<file path="src/cfg_msg_pkg.sv">
// Purpose: Shared constants for the configuration message link
// Assumes: Byte-wide token link, one token per valid/ready beat
// Notes: Destination words identify tile, node and peripheral banks
package cfg_msg_pkg;
  localparam logic [7:0] TOK_WRITE = 8'hc0;
  localparam logic [7:0] TOK_READ = 8'hc1;
  localparam logic [7:0] TOK_END = 8'h01;
  localparam logic [7:0] TOK_ACK = 8'h03;
  localparam logic [7:0] TOK_NACK = 8'h04;
  localparam logic [7:0] NO_REPLY_LOW = 8'hff;
  localparam logic [15:0] TILE_CODE = 16'hc20c;
  localparam logic [15:0] NODE_CODE = 16'hc30c;
  localparam logic [7:0] PERIPH_CODE = 8'h02;
  localparam logic [7:0] PS_RES_TYPE = 8'h0b;
  localparam int PS_SHIFT = 8;
  localparam int REPLY_BYTES = 3;
  localparam int REGNUM_BYTES = 2;
  localparam int DATA_BYTES = 4;
  localparam int NUM_REGS = 16;
endpackage

</file>
<file path="src/cfg_link_if.sv">
// Purpose: Token link between requester and configuration responder
// Assumes: Single clock, valid/ready handshake per token
// Notes: ctrl marks a control token rather than a data byte
`timescale 1ns/10ps
`default_nettype none
interface cfg_link_if;
  logic req_valid;
  logic req_ready;
  logic req_ctrl;
  logic [7:0] req_byte;
  logic [31:0] req_dest;
  logic rsp_valid;
  logic rsp_ready;
  logic rsp_ctrl;
  logic [7:0] rsp_byte;
  logic [23:0] rsp_dest;
  modport device (
    input req_valid, req_ctrl, req_byte, req_dest, rsp_ready,
    output req_ready, rsp_valid, rsp_ctrl, rsp_byte, rsp_dest
  );
  modport requester (
    output req_valid, req_ctrl, req_byte, req_dest, rsp_ready,
    input req_ready, rsp_valid, rsp_ctrl, rsp_byte, rsp_dest
  );
endinterface
`default_nettype wire

</file>
<file path="src/cfg_responder.sv">
// Purpose: Device end; decodes config messages, answers with tokens
// Assumes: Requester keeps the message order and framing
// Notes: One small register bank stands in for all three addressed banks
//
// Contract
// - Requests carry 24-bit reply channel-end
// - Low reply byte all ones: no reply to a write; reads are still answered
// - Multi-byte fields travel MSB first
// - PS resource id is reg shl 8 or 0x0b
// - Write: 192, reply, reg, data, 1
// - Write answer 3,1 success, 4,1 failure
// - Read: 193, reply, reg, 1
// - Read answer 3,data,1 or 4,1
// - Tile bank at tile id plus C20C
// - Node bank at node id plus C30C
// - Peripheral bank at node, periph, 02
`timescale 1ns/10ps
`default_nettype none
module cfg_responder
  import cfg_msg_pkg::*;
(
  input wire logic CORE_CLK,
  input wire logic RST,
  cfg_link_if.device LINK,
  input wire logic [15:0] TILE_ID,
  input wire logic [15:0] NODE_ID,
  output logic BUSY
);
  typedef enum {
    S_CMD, S_REPLY, S_REG, S_DATA, S_END, S_DRAIN,
    S_ANS, S_RDATA, S_CLOSE
  } state_type;

  state_type state;
  logic is_read;
  logic bad;
  logic [2:0] cnt;
  logic [23:0] reply;
  logic [15:0] regnum;
  logic [31:0] wdata;
  logic [31:0] rdata;
  logic ok;
  logic [31:0] bank [NUM_REGS];
  logic ready_q;
  logic rv_q;
  logic rc_q;
  logic [7:0] rb_q;

  // ****************************************************
  // Decode
  // ****************************************************
  wire take = LINK.req_valid && ready_q;
  wire tok = LINK.req_ctrl;
  wire [7:0] b = LINK.req_byte;
  wire hit_tile = LINK.req_dest == {TILE_ID, TILE_CODE};
  wire hit_node = LINK.req_dest == {NODE_ID, NODE_CODE};
  wire hit_per = LINK.req_dest[31:16] == NODE_ID &&
    LINK.req_dest[7:0] == PERIPH_CODE;
  wire hit_any = hit_tile || hit_node || hit_per;
  wire reg_ok = regnum < 16'(NUM_REGS);
  wire [3:0] idx = regnum[3:0];
  wire silent = reply[7:0] == NO_REPLY_LOW;
  wire rsp_take = rv_q && LINK.rsp_ready;

  assign LINK.req_ready = ready_q;
  assign LINK.rsp_valid = rv_q;
  assign LINK.rsp_ctrl = rc_q;
  assign LINK.rsp_byte = rb_q;
  assign LINK.rsp_dest = reply;

  // ****************************************************
  // Message engine
  // ****************************************************
  always_ff @(posedge CORE_CLK or posedge RST) begin
    if (RST) begin
      state <= S_CMD;
      is_read <= 1'b0;
      bad <= 1'b0;
      cnt <= 3'h0;
      reply <= 24'h0;
      regnum <= 16'h0;
      wdata <= 32'h0;
      rdata <= 32'h0;
      ok <= 1'b0;
      ready_q <= 1'b1;
      rv_q <= 1'b0;
      rc_q <= 1'b0;
      rb_q <= 8'h0;
      BUSY <= 1'b0;
      for (int i = 0; i < NUM_REGS; i++) bank[i] <= 32'h0;
    end else begin
      case (state)
        S_CMD: if (take) begin
          cnt <= 3'h0;
          is_read <= b == TOK_READ;
          // Unknown opener or wrong address: discard up to closing token
          bad <= !tok || !hit_any ||
            (b != TOK_WRITE && b != TOK_READ);
          state <= S_REPLY;
          BUSY <= 1'b1;
        end
        S_REPLY: if (take) begin
          reply <= {reply[15:0], b};
          if (tok) bad <= 1'b1;
          cnt <= cnt + 3'h1;
          if (cnt == 3'(REPLY_BYTES - 1)) begin
            cnt <= 3'h0;
            state <= S_REG;
          end
        end
        S_REG: if (take) begin
          regnum <= {regnum[7:0], b};
          if (tok) bad <= 1'b1;
          cnt <= cnt + 3'h1;
          if (cnt == 3'(REGNUM_BYTES - 1)) begin
            cnt <= 3'h0;
            state <= is_read ? S_END : S_DATA;
          end
        end
        S_DATA: if (take) begin
          wdata <= {wdata[23:0], b};
          if (tok) bad <= 1'b1;
          cnt <= cnt + 3'h1;
          if (cnt == 3'(DATA_BYTES - 1)) state <= S_END;
        end
        S_END: if (take) begin
          if (tok && b == TOK_END) begin
            // Nothing acts before the closing token
            ready_q <= 1'b0;
            ok <= !bad && reg_ok;
            if (!bad && reg_ok && !is_read)
              bank[idx] <= wdata;
            rdata <= bank[idx];
            state <= S_ANS;
          end else begin
            bad <= 1'b1;
            if (!tok) state <= S_DRAIN;
          end
        end
        S_DRAIN: if (take && tok && b == TOK_END) begin
          ready_q <= 1'b0;
          ok <= 1'b0;
          state <= S_ANS;
        end
        S_ANS: if (!rv_q) begin
          if (silent && !is_read) begin
            // Suppressed write reply
            ready_q <= 1'b1;
            BUSY <= 1'b0;
            state <= S_CMD;
          end else begin
            rv_q <= 1'b1;
            rc_q <= 1'b1;
            rb_q <= ok ? TOK_ACK : TOK_NACK;
            cnt <= 3'h0;
            state <= (ok && is_read) ? S_RDATA : S_CLOSE;
          end
        end
        S_RDATA: if (rsp_take) begin
          rc_q <= 1'b0;
          rb_q <= rdata[31:24];
          rdata <= {rdata[23:0], 8'h0};
          cnt <= cnt + 3'h1;
          if (cnt == 3'(DATA_BYTES - 1)) state <= S_CLOSE;
        end
        S_CLOSE: if (rsp_take) begin
          if (rc_q && rb_q == TOK_END) begin
            rv_q <= 1'b0;
            ready_q <= 1'b1;
            BUSY <= 1'b0;
            state <= S_CMD;
          end else begin
            rc_q <= 1'b1;
            rb_q <= TOK_END;
          end
        end
        default: state <= S_CMD;
      endcase
    end
  end
endmodule
`default_nettype wire

</file>
<file path="src/flat_wrapper.sv">
// flat-port wrapper written by rule: the top's interface ports become plain ports
module cfg_responder_flat import cfg_msg_pkg::*;
  (CORE_CLK, RST, TILE_ID, NODE_ID, BUSY, LINK_req_valid, LINK_req_ctrl, LINK_req_byte, LINK_req_dest, LINK_rsp_ready, LINK_req_ready, LINK_rsp_valid, LINK_rsp_ctrl, LINK_rsp_byte, LINK_rsp_dest);
  cfg_link_if LINK_i ();
  input wire logic CORE_CLK;
  input wire logic RST;
  input wire logic [15:0] TILE_ID;
  input wire logic [15:0] NODE_ID;
  output logic BUSY;
  input wire logic [$bits(LINK_i.req_valid)-1:0] LINK_req_valid;
  input wire logic [$bits(LINK_i.req_ctrl)-1:0] LINK_req_ctrl;
  input wire logic [$bits(LINK_i.req_byte)-1:0] LINK_req_byte;
  input wire logic [$bits(LINK_i.req_dest)-1:0] LINK_req_dest;
  input wire logic [$bits(LINK_i.rsp_ready)-1:0] LINK_rsp_ready;
  output wire logic [$bits(LINK_i.req_ready)-1:0] LINK_req_ready;
  output wire logic [$bits(LINK_i.rsp_valid)-1:0] LINK_rsp_valid;
  output wire logic [$bits(LINK_i.rsp_ctrl)-1:0] LINK_rsp_ctrl;
  output wire logic [$bits(LINK_i.rsp_byte)-1:0] LINK_rsp_byte;
  output wire logic [$bits(LINK_i.rsp_dest)-1:0] LINK_rsp_dest;
  assign LINK_i.req_valid = LINK_req_valid;
  assign LINK_i.req_ctrl = LINK_req_ctrl;
  assign LINK_i.req_byte = LINK_req_byte;
  assign LINK_i.req_dest = LINK_req_dest;
  assign LINK_i.rsp_ready = LINK_rsp_ready;
  assign LINK_req_ready = LINK_i.req_ready;
  assign LINK_rsp_valid = LINK_i.rsp_valid;
  assign LINK_rsp_ctrl = LINK_i.rsp_ctrl;
  assign LINK_rsp_byte = LINK_i.rsp_byte;
  assign LINK_rsp_dest = LINK_i.rsp_dest;
  cfg_responder u_core (.CORE_CLK(CORE_CLK), .RST(RST), .LINK(LINK_i), .TILE_ID(TILE_ID), .NODE_ID(NODE_ID), .BUSY(BUSY));
endmodule
</file>
<file path="config.mk">
export PLATFORM = sky130hd
export DESIGN_NAME = cfg_responder_flat
export DESIGN_NICKNAME = d
export VERILOG_FILES = /design/src/cfg_msg_pkg.sv /design/src/cfg_link_if.sv /design/src/cfg_responder.sv /design/src/flat_wrapper.sv
export SDC_FILE = /design/constraint.sdc
export NUM_CORES = 1
export LEC_CHECK = 0
export ABC_CLOCK_PERIOD_IN_PS = 59300
export BUFFER_PORTS_ARGS = -buffer_cell sky130_fd_sc_hd__buf_2
export CAP_MARGIN = 30
export CORE_MARGIN = 4
export CORE_UTILIZATION = 55
export CTS_BUF_LIST = sky130_fd_sc_hd__clkbuf_4
export DETAILED_ROUTE_END_ITERATION = 6
export GPL_ROUTABILITY_DRIVEN = 1
export PLACE_DENSITY = 0.72
export SYNTH_ARGS = -nofsm -noshare
export SYNTH_HDL_FRONTEND = slang
export SYNTH_SLANG_ARGS = --single-unit
</file>
<file path="constraint.sdc">
create_clock -name CORE_CLK -period 59.3 [get_ports CORE_CLK]
set_input_delay 5.93 -clock CORE_CLK [delete_from_list [all_inputs] [get_ports CORE_CLK]]
set_output_delay 5.93 -clock CORE_CLK [all_outputs]
set_load 0.02 [all_outputs]
</file>
# Word level (Yosys, flattened, before mapping)

Index checks and enable logic that the tools add are counted.

Reductions and logical operators: 45
Order comparisons: 3
Multiplexer cells: 79
Add/subtract/negate cells: 1
Bitwise operators: 1
Eq/ne operators: 43

Operator list:

| operator                                                                       | count |
|---|---|
| 32-bit 2-to-1 mux                                                              | 23 |
| 512-bit bitwise mux                                                            | 1 |
| 32-bit case mux with 9 select lines                                            | 1 |
| 32-bit binary-select mux with 4-bit select                                     | 1 |
| 32-bit demux with 4-bit select                                                 | 1 |
| 32-bit by 3-bit equality test with 1-bit output (second input constant)        | 4 |
| 32-bit by 2-bit equality test with 1-bit output (second input constant)        | 2 |
| 32-bit equality test                                                           | 2 |
| 32-bit case mux with 2 select lines                                            | 1 |
| 8-bit 2-to-1 mux                                                               | 5 |
| 2-bit by 1-bit inequality test with 1-bit output (second input constant)       | 17 |
| 3-bit 2-to-1 mux                                                               | 11 |
| 32-bit by 1-bit equality test with 1-bit output (second input constant)        | 1 |
| 32-bit by 4-bit equality test with 1-bit output (second input constant)        | 1 |
| 32-bit zero test                                                               | 1 |
| 1-bit 2-to-1 mux                                                               | 26 |
| 8-bit case mux with 3 select lines                                             | 1 |
| 3-bit case mux with 6 select lines                                             | 1 |
| 6-bit AND reduction                                                            | 3 |
| 16-bit equality test                                                           | 1 |
| 8-bit by 1-bit equality test with 1-bit output (second input constant)         | 2 |
| 8-bit equality test (second input constant)                                    | 2 |
| 16-bit by 5-bit less-than comparator with 1-bit output (second input constant) | 1 |
| 8-bit inequality test (second input constant)                                  | 2 |
| 26 further kinds                                                               | 61 |

Output and inout port bits: 36
Input bits: 77
Flip-flop bits (word level): 666
Word-level logic and storage cells: 202

# Logic depth before layout (Yosys ltp)

Gate-level depths: netlist of run 1.

Word-level depth: 8
Mapped depth: 10
Gate-level depth less buffers: 8

# Worst setup path after synthesis of run 1

No wires, ideal clock.

Path kind: input port to flip-flop
From: input LINK_req_byte[6]
To: register u_core.bank[480] (netlist bit)
Setup slack: 51.452 ns
Stages on the path: 9
Path buffers: 3
Data required time: 59.175 ns
Library setup time: 0.125 ns
Arrival: 7.723 ns
Path through: and3b_1 > nand4b_4 > nor3_4 > and4_1 > buf_4 > buf_12 > nand3_4 > buf_6 > mux2_4

Cells in the longest elaborated chain, start to end: 3

Ends and longest elaborated chain:

| element                                        | line                 | RTL |
|---|---|---|
| start: declaration                             | flat_wrapper.sv:12   | `input wire logic [$bits(LINK_i.req_byte)-1:0] LINK_req_byte;` |
| 8-bit by 1-bit equality test with 1-bit output | cfg_responder.sv:127 | `if (tok && b == TOK_END) begin` |
| 1-bit logical AND                              | cfg_responder.sv:127 |  |
| 4-bit AND reduction (no line)                  | -                    |  |
| end signal: indexed assignment                 | cfg_responder.sv:132 | `bank[idx] <= wdata;` |
| end: declaration                               | cfg_responder.sv:43  | `logic [31:0] bank [NUM_REGS];` |

No other way between the ends.
A chain may end at the register's enable or synchronous reset.

# Final worst setup path of run 1

From: input LINK_req_byte[5]
To: register u_core.bank[436] (netlist bit)

The elaborated chain is that of the path after synthesis.

==> results of run 1 <==
==> logic make-up (layout without fill, tap and decap cells) <==
family | after synthesis | after routing
other | 0 | 6
adder cells (fa/ha/maj) | 4 | 4
XOR/XNOR | 33 | 33
AND/OR/NAND/NOR | 160 | 160
buffers and inverters | 163 | 430
multiplexers | 726 | 726
AO/OA/AOI/OAI | 174 | 174
flip-flops | 638 | 638
==> through the flow <==
stage / cell area [sq um] / utilization (%) / setup WS, ps
after global routing: 32840 / 62.00 / 50310
after CTS: 32800 / 61.92 / 50690
after global placement: 30560 / 57.69 / 49200
after floorplan: 29700 / - / 35500
after detailed placement: 30810 / 58.16 / 49630
final: 32850 / 62.02 / 50690
==> power breakdown <==
| part | total (W) | switching (W) | internal [W] |
|---|---|---|---|
| sequential | 0.000435 | 0 | 0.000435 |
| combinational | 0.0000149 | 0.0000111 | 0.00000378 |
| clock | 0.000371 | 0.000176 | 0.000195 |
| total | 0.000821 | 0.000188 | 0.000633 |
==> layout make-up <==
type                       instances  area (sq um)
clock buffer                     230          1727
tap                              688         860.8
timing repair buffer             146          1016
inverter                          13         56.30
fill                            3990         20120
sequential                       638         15970
multi-input combinational       1097         12940
clock inverter                    41         265.3
antenna                            6         15.01
==> synthesized netlist by cell type (14+ instances only) <==
library cell  number
mux2_2           377
xnor2_1           14
nand2_1           36
dfrtp_1          637
nor2_1            44
xor2_1            19
o21ai_0           18
a22oi_1           49
mux4_2           136
buf_2             27
a21oi_1           78
mux2_4           210
nand3_1           14
buf_6             27
clkbuf_1          81
==> layer usage <==
layer | global-route usage [%] | share of wire, % | vias up
li1 | - | - | 7463
met1 | 33.97 | 44 | 9268
met2 | 39.40 | 49 | 407
met3 | 5.861 | 4.8 | 108
met4 | 7.870 | 2.1 | 0
met5 | 0 | 0 | -
==> cells in the final DEF (no fill, tap or decap), types with 9 or more instances in the layout <==
cell,instances
o21ai_0,18
mux4_2,136
nor2_1,42
inv_1,12
xnor2_1,14
buf_4,17
clkinv_1,28
clkbuf_4,230
xor2_1,19
a21oi_1,78
nand3_4,9
a22oi_1,49
mux2_2,377
dfrtp_1,635
nand2_1,36
mux2_4,210
buf_2,113
nor4_1,9
==> state kept, by name, indices dropped and copies added, names as in the netlist, 3 cells and up <==
| register | cells |
|---|---|
| u_core.LINK.rsp_byte | 8 |
| u_core.LINK.rsp_dest | 24 |
| u_core.bank | 512 |
| u_core.cnt | 3 |
| u_core.rdata | 32 |
| u_core.regnum | 16 |
| u_core.state | 4 |
| u_core.wdata | 32 |
==> worst max-delay path, cell delays in order <==
cell and delay, ps:
buf_2 130, nor2_1 250, nand4b_4 210, nor3_4 580
and4_1 770, buf_8 250, nand3_4 720, mux2_4 590
==> worst max-delay path by stage <==
stage | start | end | cells past startpoint
2_1_floorplan | RST | u_core.BUSY$_DFFE_PP0P_ | 1
3_3_place_gp | LINK_req_byte[1] | u_core.bank[84]$_DFFE_PP0P_ | 7
3_5_place_dp | RST | u_core.bank[397]$_DFFE_PP0P_ | 6
4_1_cts | RST | u_core.bank[429]$_DFFE_PP0P_ | 6
5_1_grt | RST | u_core.bank[338]$_DFFE_PP0P_ | 6
6_report | LINK_req_byte[5] | u_core.bank[436]$_DFFE_PP0P_ | 8
==> summary.txt, run 1 <==
status -> complete, no violations
total power -> 0.0008210 W
row count -> 84
Clock Tree Root -> clkbuf_4
Synth Net Count -> 1979
RR Endpoint -> u_core.bank[436]$_DFFE_PP0P_
flops & latches, synth -> 638
Ports -> 113
setup slack, reg-to-reg -> 55100 ps
DRT iter0 DRCs -> 1052
Final Hold Vio Count -> 0
LEAKAGE -> 16.52 nW
Routed Antenna Nets -> 0
post-synthesis sequential area ratio -> 53.76%
fin nets -> 2140
Pins Over Slew Limit -> 0
largest net degree at the start of global routing -> 164
core box area -> 52970 sq um
Via density -> 6.032
cells after synthesis -> 1898
Max Buffers Root-to-Sink -> 3
CP Capture Type -> flip-flop
max-cap violations -> 0
Async SR Flop Fraction -> 100.0%
layout cells sized above 1 -> 52.84%
Synth cell types -> 60
post-synthesis adder-cell area fraction -> 0.1685%
hold slack final -> 476.2 ps
Hold Path Class -> flip-flop to flip-flop
CTS clock-pin slew for the worst setup and hold paths -> 70 ps
placed insts -> 2579
Compound-Gate Fraction of Synth Area -> 3.640%
hold buffers post-CTS -> 0
worst r2r path cells -> 7
Final Critical Period -> 8612 ps
Final setup violation count -> 0
CTS tree -> built
CP arrival -> 9470 ps
Cell Area, Synth -> 29700 sq um
DR vias -> 17250
mux contribution to synthesized area -> 35.32%
Fin Clk Skew -> 48.90 ps
Slew @ Worst Pin -> 978.9 ps
first-pass GRT wire length -> 109400 microns
synth-to-layout area growth -> 10.60%
cell taking the most area after synthesis -> dfrtp_1
Clock Sinks -> 638
Yosys warning count -> 0
PortBufs -> 112
total grt overflow -> 0
Hold Path Origin -> u_core.LINK.req_ready$_DFFE_PP1P_
die width -> 240.4 microns
Slew headroom -> 34.74%
vias in the first global route -> 19070
reg2reg start -> u_core.state[3]$_DFFE_PP0P_
EDFF count, synth -> 0
Detail Placement HPWL -> 40590 microns
worst path required time -> 60150 ps
RSZ-0062 raised after global routing -> false
Post-Synth XOR/XNOR Area -> 0.9731%
setup TNS -> 0 ps
H-tree depth -> 4
total die area -> 57780 sq um
Top FF cell, synth -> dfrtp_1
Clk Latency, worst-skew pair -> 1000 ps
drt drc -> 0
drt first pass iters -> 5
Startpoint Class -> primary input
Crit Path Category -> primary input to flip-flop
Avg WL per Cell -> 23.88 microns
top-area cell type share of the netlist area -> 53.67%
final cell count without fillers -> 2859
drt total wl -> 68260 microns
largest family of logic cells by synthesized area -> multiplexers
post-CTS resize count -> 0
main area contributors after synthesis -> dfrtp_1 (54%), mux2_2 (14%), mux2_4 (11%), mux4_2 (10%), a21oi_1 (1.3%)
Initial Util -> 56.07%
Hold Path Depth -> 2
Worst VDD drop -> 0.01707 mV
simple-gate portion of the synthesized area -> 3.206%
GRT Total Usage -> 24.67%
number of CTS-inserted buffers -> 163
maximum operating frequency -> 116.1 MHz
gpl congestion -> 0.8192
antenna violations before repair -> 2
crit-path max FO -> 32
fin crit share -> 14.52%
pwr dens -> 24.99 nW/um^2
WHS Endpoint -> u_core.LINK.req_ready$_DFFE_PP1P_
Die H -> 240.4 microns
syn avg cell area -> 15.65 sq um
number of post-CTS setup repair buffers -> 0
Power figures use the tool's default switching activity.
==> run 2, diff against run 1 <==
--- a/config.mk
+++ b/config.mk
@@ -5,7 +5,7 @@
 export SDC_FILE = /design/constraint.sdc
 export NUM_CORES = 1
 export LEC_CHECK = 0
-export ABC_CLOCK_PERIOD_IN_PS = 59300
+export ABC_CLOCK_PERIOD_IN_PS = 7240
 export BUFFER_PORTS_ARGS = -buffer_cell sky130_fd_sc_hd__buf_2
 export CAP_MARGIN = 30
 export CORE_MARGIN = 4
@@ -13,7 +13,7 @@
 export CTS_BUF_LIST = sky130_fd_sc_hd__clkbuf_4
 export DETAILED_ROUTE_END_ITERATION = 6
 export GPL_ROUTABILITY_DRIVEN = 1
-export PLACE_DENSITY = 0.72
+export PLACE_DENSITY = 0.75
 export SYNTH_ARGS = -nofsm -noshare
 export SYNTH_HDL_FRONTEND = slang
 export SYNTH_SLANG_ARGS = --single-unit
==> constraint.sdc (replaced) <==
create_clock -name CORE_CLK -period 7.24 [get_ports CORE_CLK]
set_input_delay 0.724 -clock CORE_CLK [delete_from_list [all_inputs] [get_ports CORE_CLK]]
set_output_delay 0.724 -clock CORE_CLK [all_outputs]
set_load 0.02 [all_outputs]
==> run 2 against run 1 <==
Clock-buffer cell count is the same. Cell count grew 0.21%. Sequential cell count is the same. Hold slack lost 260 ps. Critical path type is now flip-flop to flip-flop.
==> summary.txt, run 2 (synthesis results as in run 1) <==
status -> complete, no violations
worst path required time -> 8080 ps
most frequent cells in the layout -> dfrtp_1 (635), mux2_2 (377), clkbuf_4 (230)
Slew headroom -> 26.59%
worst r2r path cells -> 8
Biggest register -> u_core.bank
Largest register FFs -> 512
fin crit share -> 53.77%
layout cells sized above 1 -> 52.55%
row count -> 84
total die area -> 57780 sq um
crit-path max FO -> 20
Max Buffers Root-to-Sink -> 3
P_int -> 0.005228 W
Worst VDD drop -> 0.1326 mV
DRT iter0 DRCs -> 1167
Final Hold Vio Count -> 0
PortBufs -> 112
RSZ-0062 raised after global routing -> false
fin util -> 62.24%
Avg WL per Cell -> 23.29 microns
setup TNS -> 0 ps
die width -> 240.4 microns
CP startpoint -> u_core.state[3]$_DFFE_PP0P_
Hold Path Class -> primary input to flip-flop
core box area -> 52970 sq um
Fin Clk Skew -> 48.16 ps
Ports -> 113
total grt overflow -> 0
reg2reg start -> u_core.state[3]$_DFFE_PP0P_
Clk Latency, worst-skew pair -> 1000 ps
fin nets -> 2145
Die H -> 240.4 microns
crit path capture -> u_core.bank[259]$_DFFE_PP0P_
number of CTS-inserted buffers -> 161
final cell count without fillers -> 2865
drt first pass iters -> 5
Switch Pwr -> 0.001527 W
biggest regs -> u_core.bank: 512 flops, u_core.rdata: 32 flops, u_core.wdata: 32 flops
CTS tree -> built
first-pass GRT wire length -> 105800 microns
Pins Over Slew Limit -> 0
vias in the first global route -> 18790
commonest non-fill, non-tap cell in the layout -> dfrtp_1
CP arrival -> 4730 ps
hold slack final -> 213.3 ps
Final setup violation count -> 0
synth-to-layout area growth -> 10.99%
max-cap violations -> 0
antenna violations before repair -> 2
Initial Util -> 56.07%
logic gate share of total power -> 1.9%
Final Critical Period -> 3893 ps
gpl congestion -> 0.8371
LEAKAGE -> 16.56 nW
GRT Total Usage -> 23.79%
switching fraction of total power -> 22.61%
drt drc -> 0
CTS clock-pin slew for the worst setup and hold paths -> 60 ps
pwr dens -> 204.9 nW/um^2
CP Capture Type -> flip-flop
Routed Antenna Nets -> 0
Startpoint Class -> flip-flop
Clock Tree Root -> clkbuf_4
Slew @ Worst Pin -> 1086 ps
Clock Sinks -> 638
Crit Path Category -> flip-flop to flip-flop
Via density -> 6.004
Detail Placement HPWL -> 39340 microns
DR vias -> 17200
clock share of power -> 45.4%
sequential share of power -> 52.8%
maximum operating frequency -> 256.9 MHz
largest net degree at the start of global routing -> 202
H-tree depth -> 4
RR Endpoint -> u_core.bank[259]$_DFFE_PP0P_
drt total wl -> 66730 microns
placed insts -> 2575
setup slack, reg-to-reg -> 3350 ps
[run 2: changes by cell type in the layout (fill, tap and decap cells not counted), sizes merged]
| cell | change |
|---|---|
| bufinv | +1 |
| buf | -2 |
| clkbuf | -1 |
| dlygate4sd3 | +10 |
| diode | -2 |
[run 2: timing repair]
item | in CTS | in global routing
endpoints found under the hold margin | 160 | 0
gates resized for setup | 0 | 0
hold buffers | 10 | 0
buffers inserted | 0 | 0
[run 2: cell type report]
type	instances	area [sq um]
repair buffers	153	1114
clock buffers	230	1727
multi-input cells	1097	12940
flip-flops and latches	638	15970
clock inverters	42	291.5
well taps	688	860.8
fillers	3935	20000
diodes	4	10.01
inverters	13	52.55
[run 2: worst min path at each step]
stage | end | start | slack [ps] | cells after the start
after floorplan | u_core.regnum[8]$_DFFE_PP0P_ | u_core.regnum[8]$_DFFE_PP0P_ | 470 | 1
after detailed placement | u_core.LINK.req_ready$_DFFE_PP1P_ | u_core.LINK.req_ready$_DFFE_PP1P_ | 480 | 2
after CTS | u_core.bad$_DFFE_PP0P_ | LINK_req_ctrl | 120 | 3
after global routing | u_core.bad$_DFFE_PP0P_ | LINK_req_ctrl | 160 | 3
after global placement | u_core.LINK.req_ready$_DFFE_PP1P_ | u_core.LINK.req_ready$_DFFE_PP1P_ | 470 | 2
final | u_core.bad$_DFFE_PP0P_ | LINK_req_ctrl | 210 | 3
[run 2: power groups by stage]
stage	clock network, W	registers, W	logic, W
5_1_grt	0.00335	0.00356	0.000146
6_report	0.00307	0.00356	0.000126
4_1_cts	0.00315	0.00356	0.000131
3_5_place_dp	0	0.00363	0.000127
2_1_floorplan	0	0.00364	0.0000690
3_3_place_gp	0	0.00363	0.000121
[run 2: worst max-delay path, stage by stage, from the launching register on]
cell and delay [ps]:
dfrtp_1 610, and2b_1 440, nand2_1 150, nor3_4 490, and4_1 540, buf_16 220, nand3_2 470, buf_4 480
mux2_2 320
[run 2: metrics by stage]
stage | setup WS [ps] | cell area, sq um | power, W
6_report | 3347 | 32970 | 0.006755
5_1_grt | 3156 | 32970 | 0.007053
4_1_cts | 3086 | 32880 | 0.006842
3_5_place_dp | 3045 | 30770 | 0.003758
3_3_place_gp | 2361 | 30570 | 0.003752
2_1_floorplan | -2198 | 29710 | 0.003705
[run 2: metal layers]
metal	wire [microns]	GRT usage [%]	vias up	part of all wire (%)
li1	-	-	7473	-
met1	29700	33.09	9202	45
met2	32370	37.36	414	49
met3	3001	5.104	112	4.5
met4	1649	9.007	0	2.5
met5	0	0	-	0
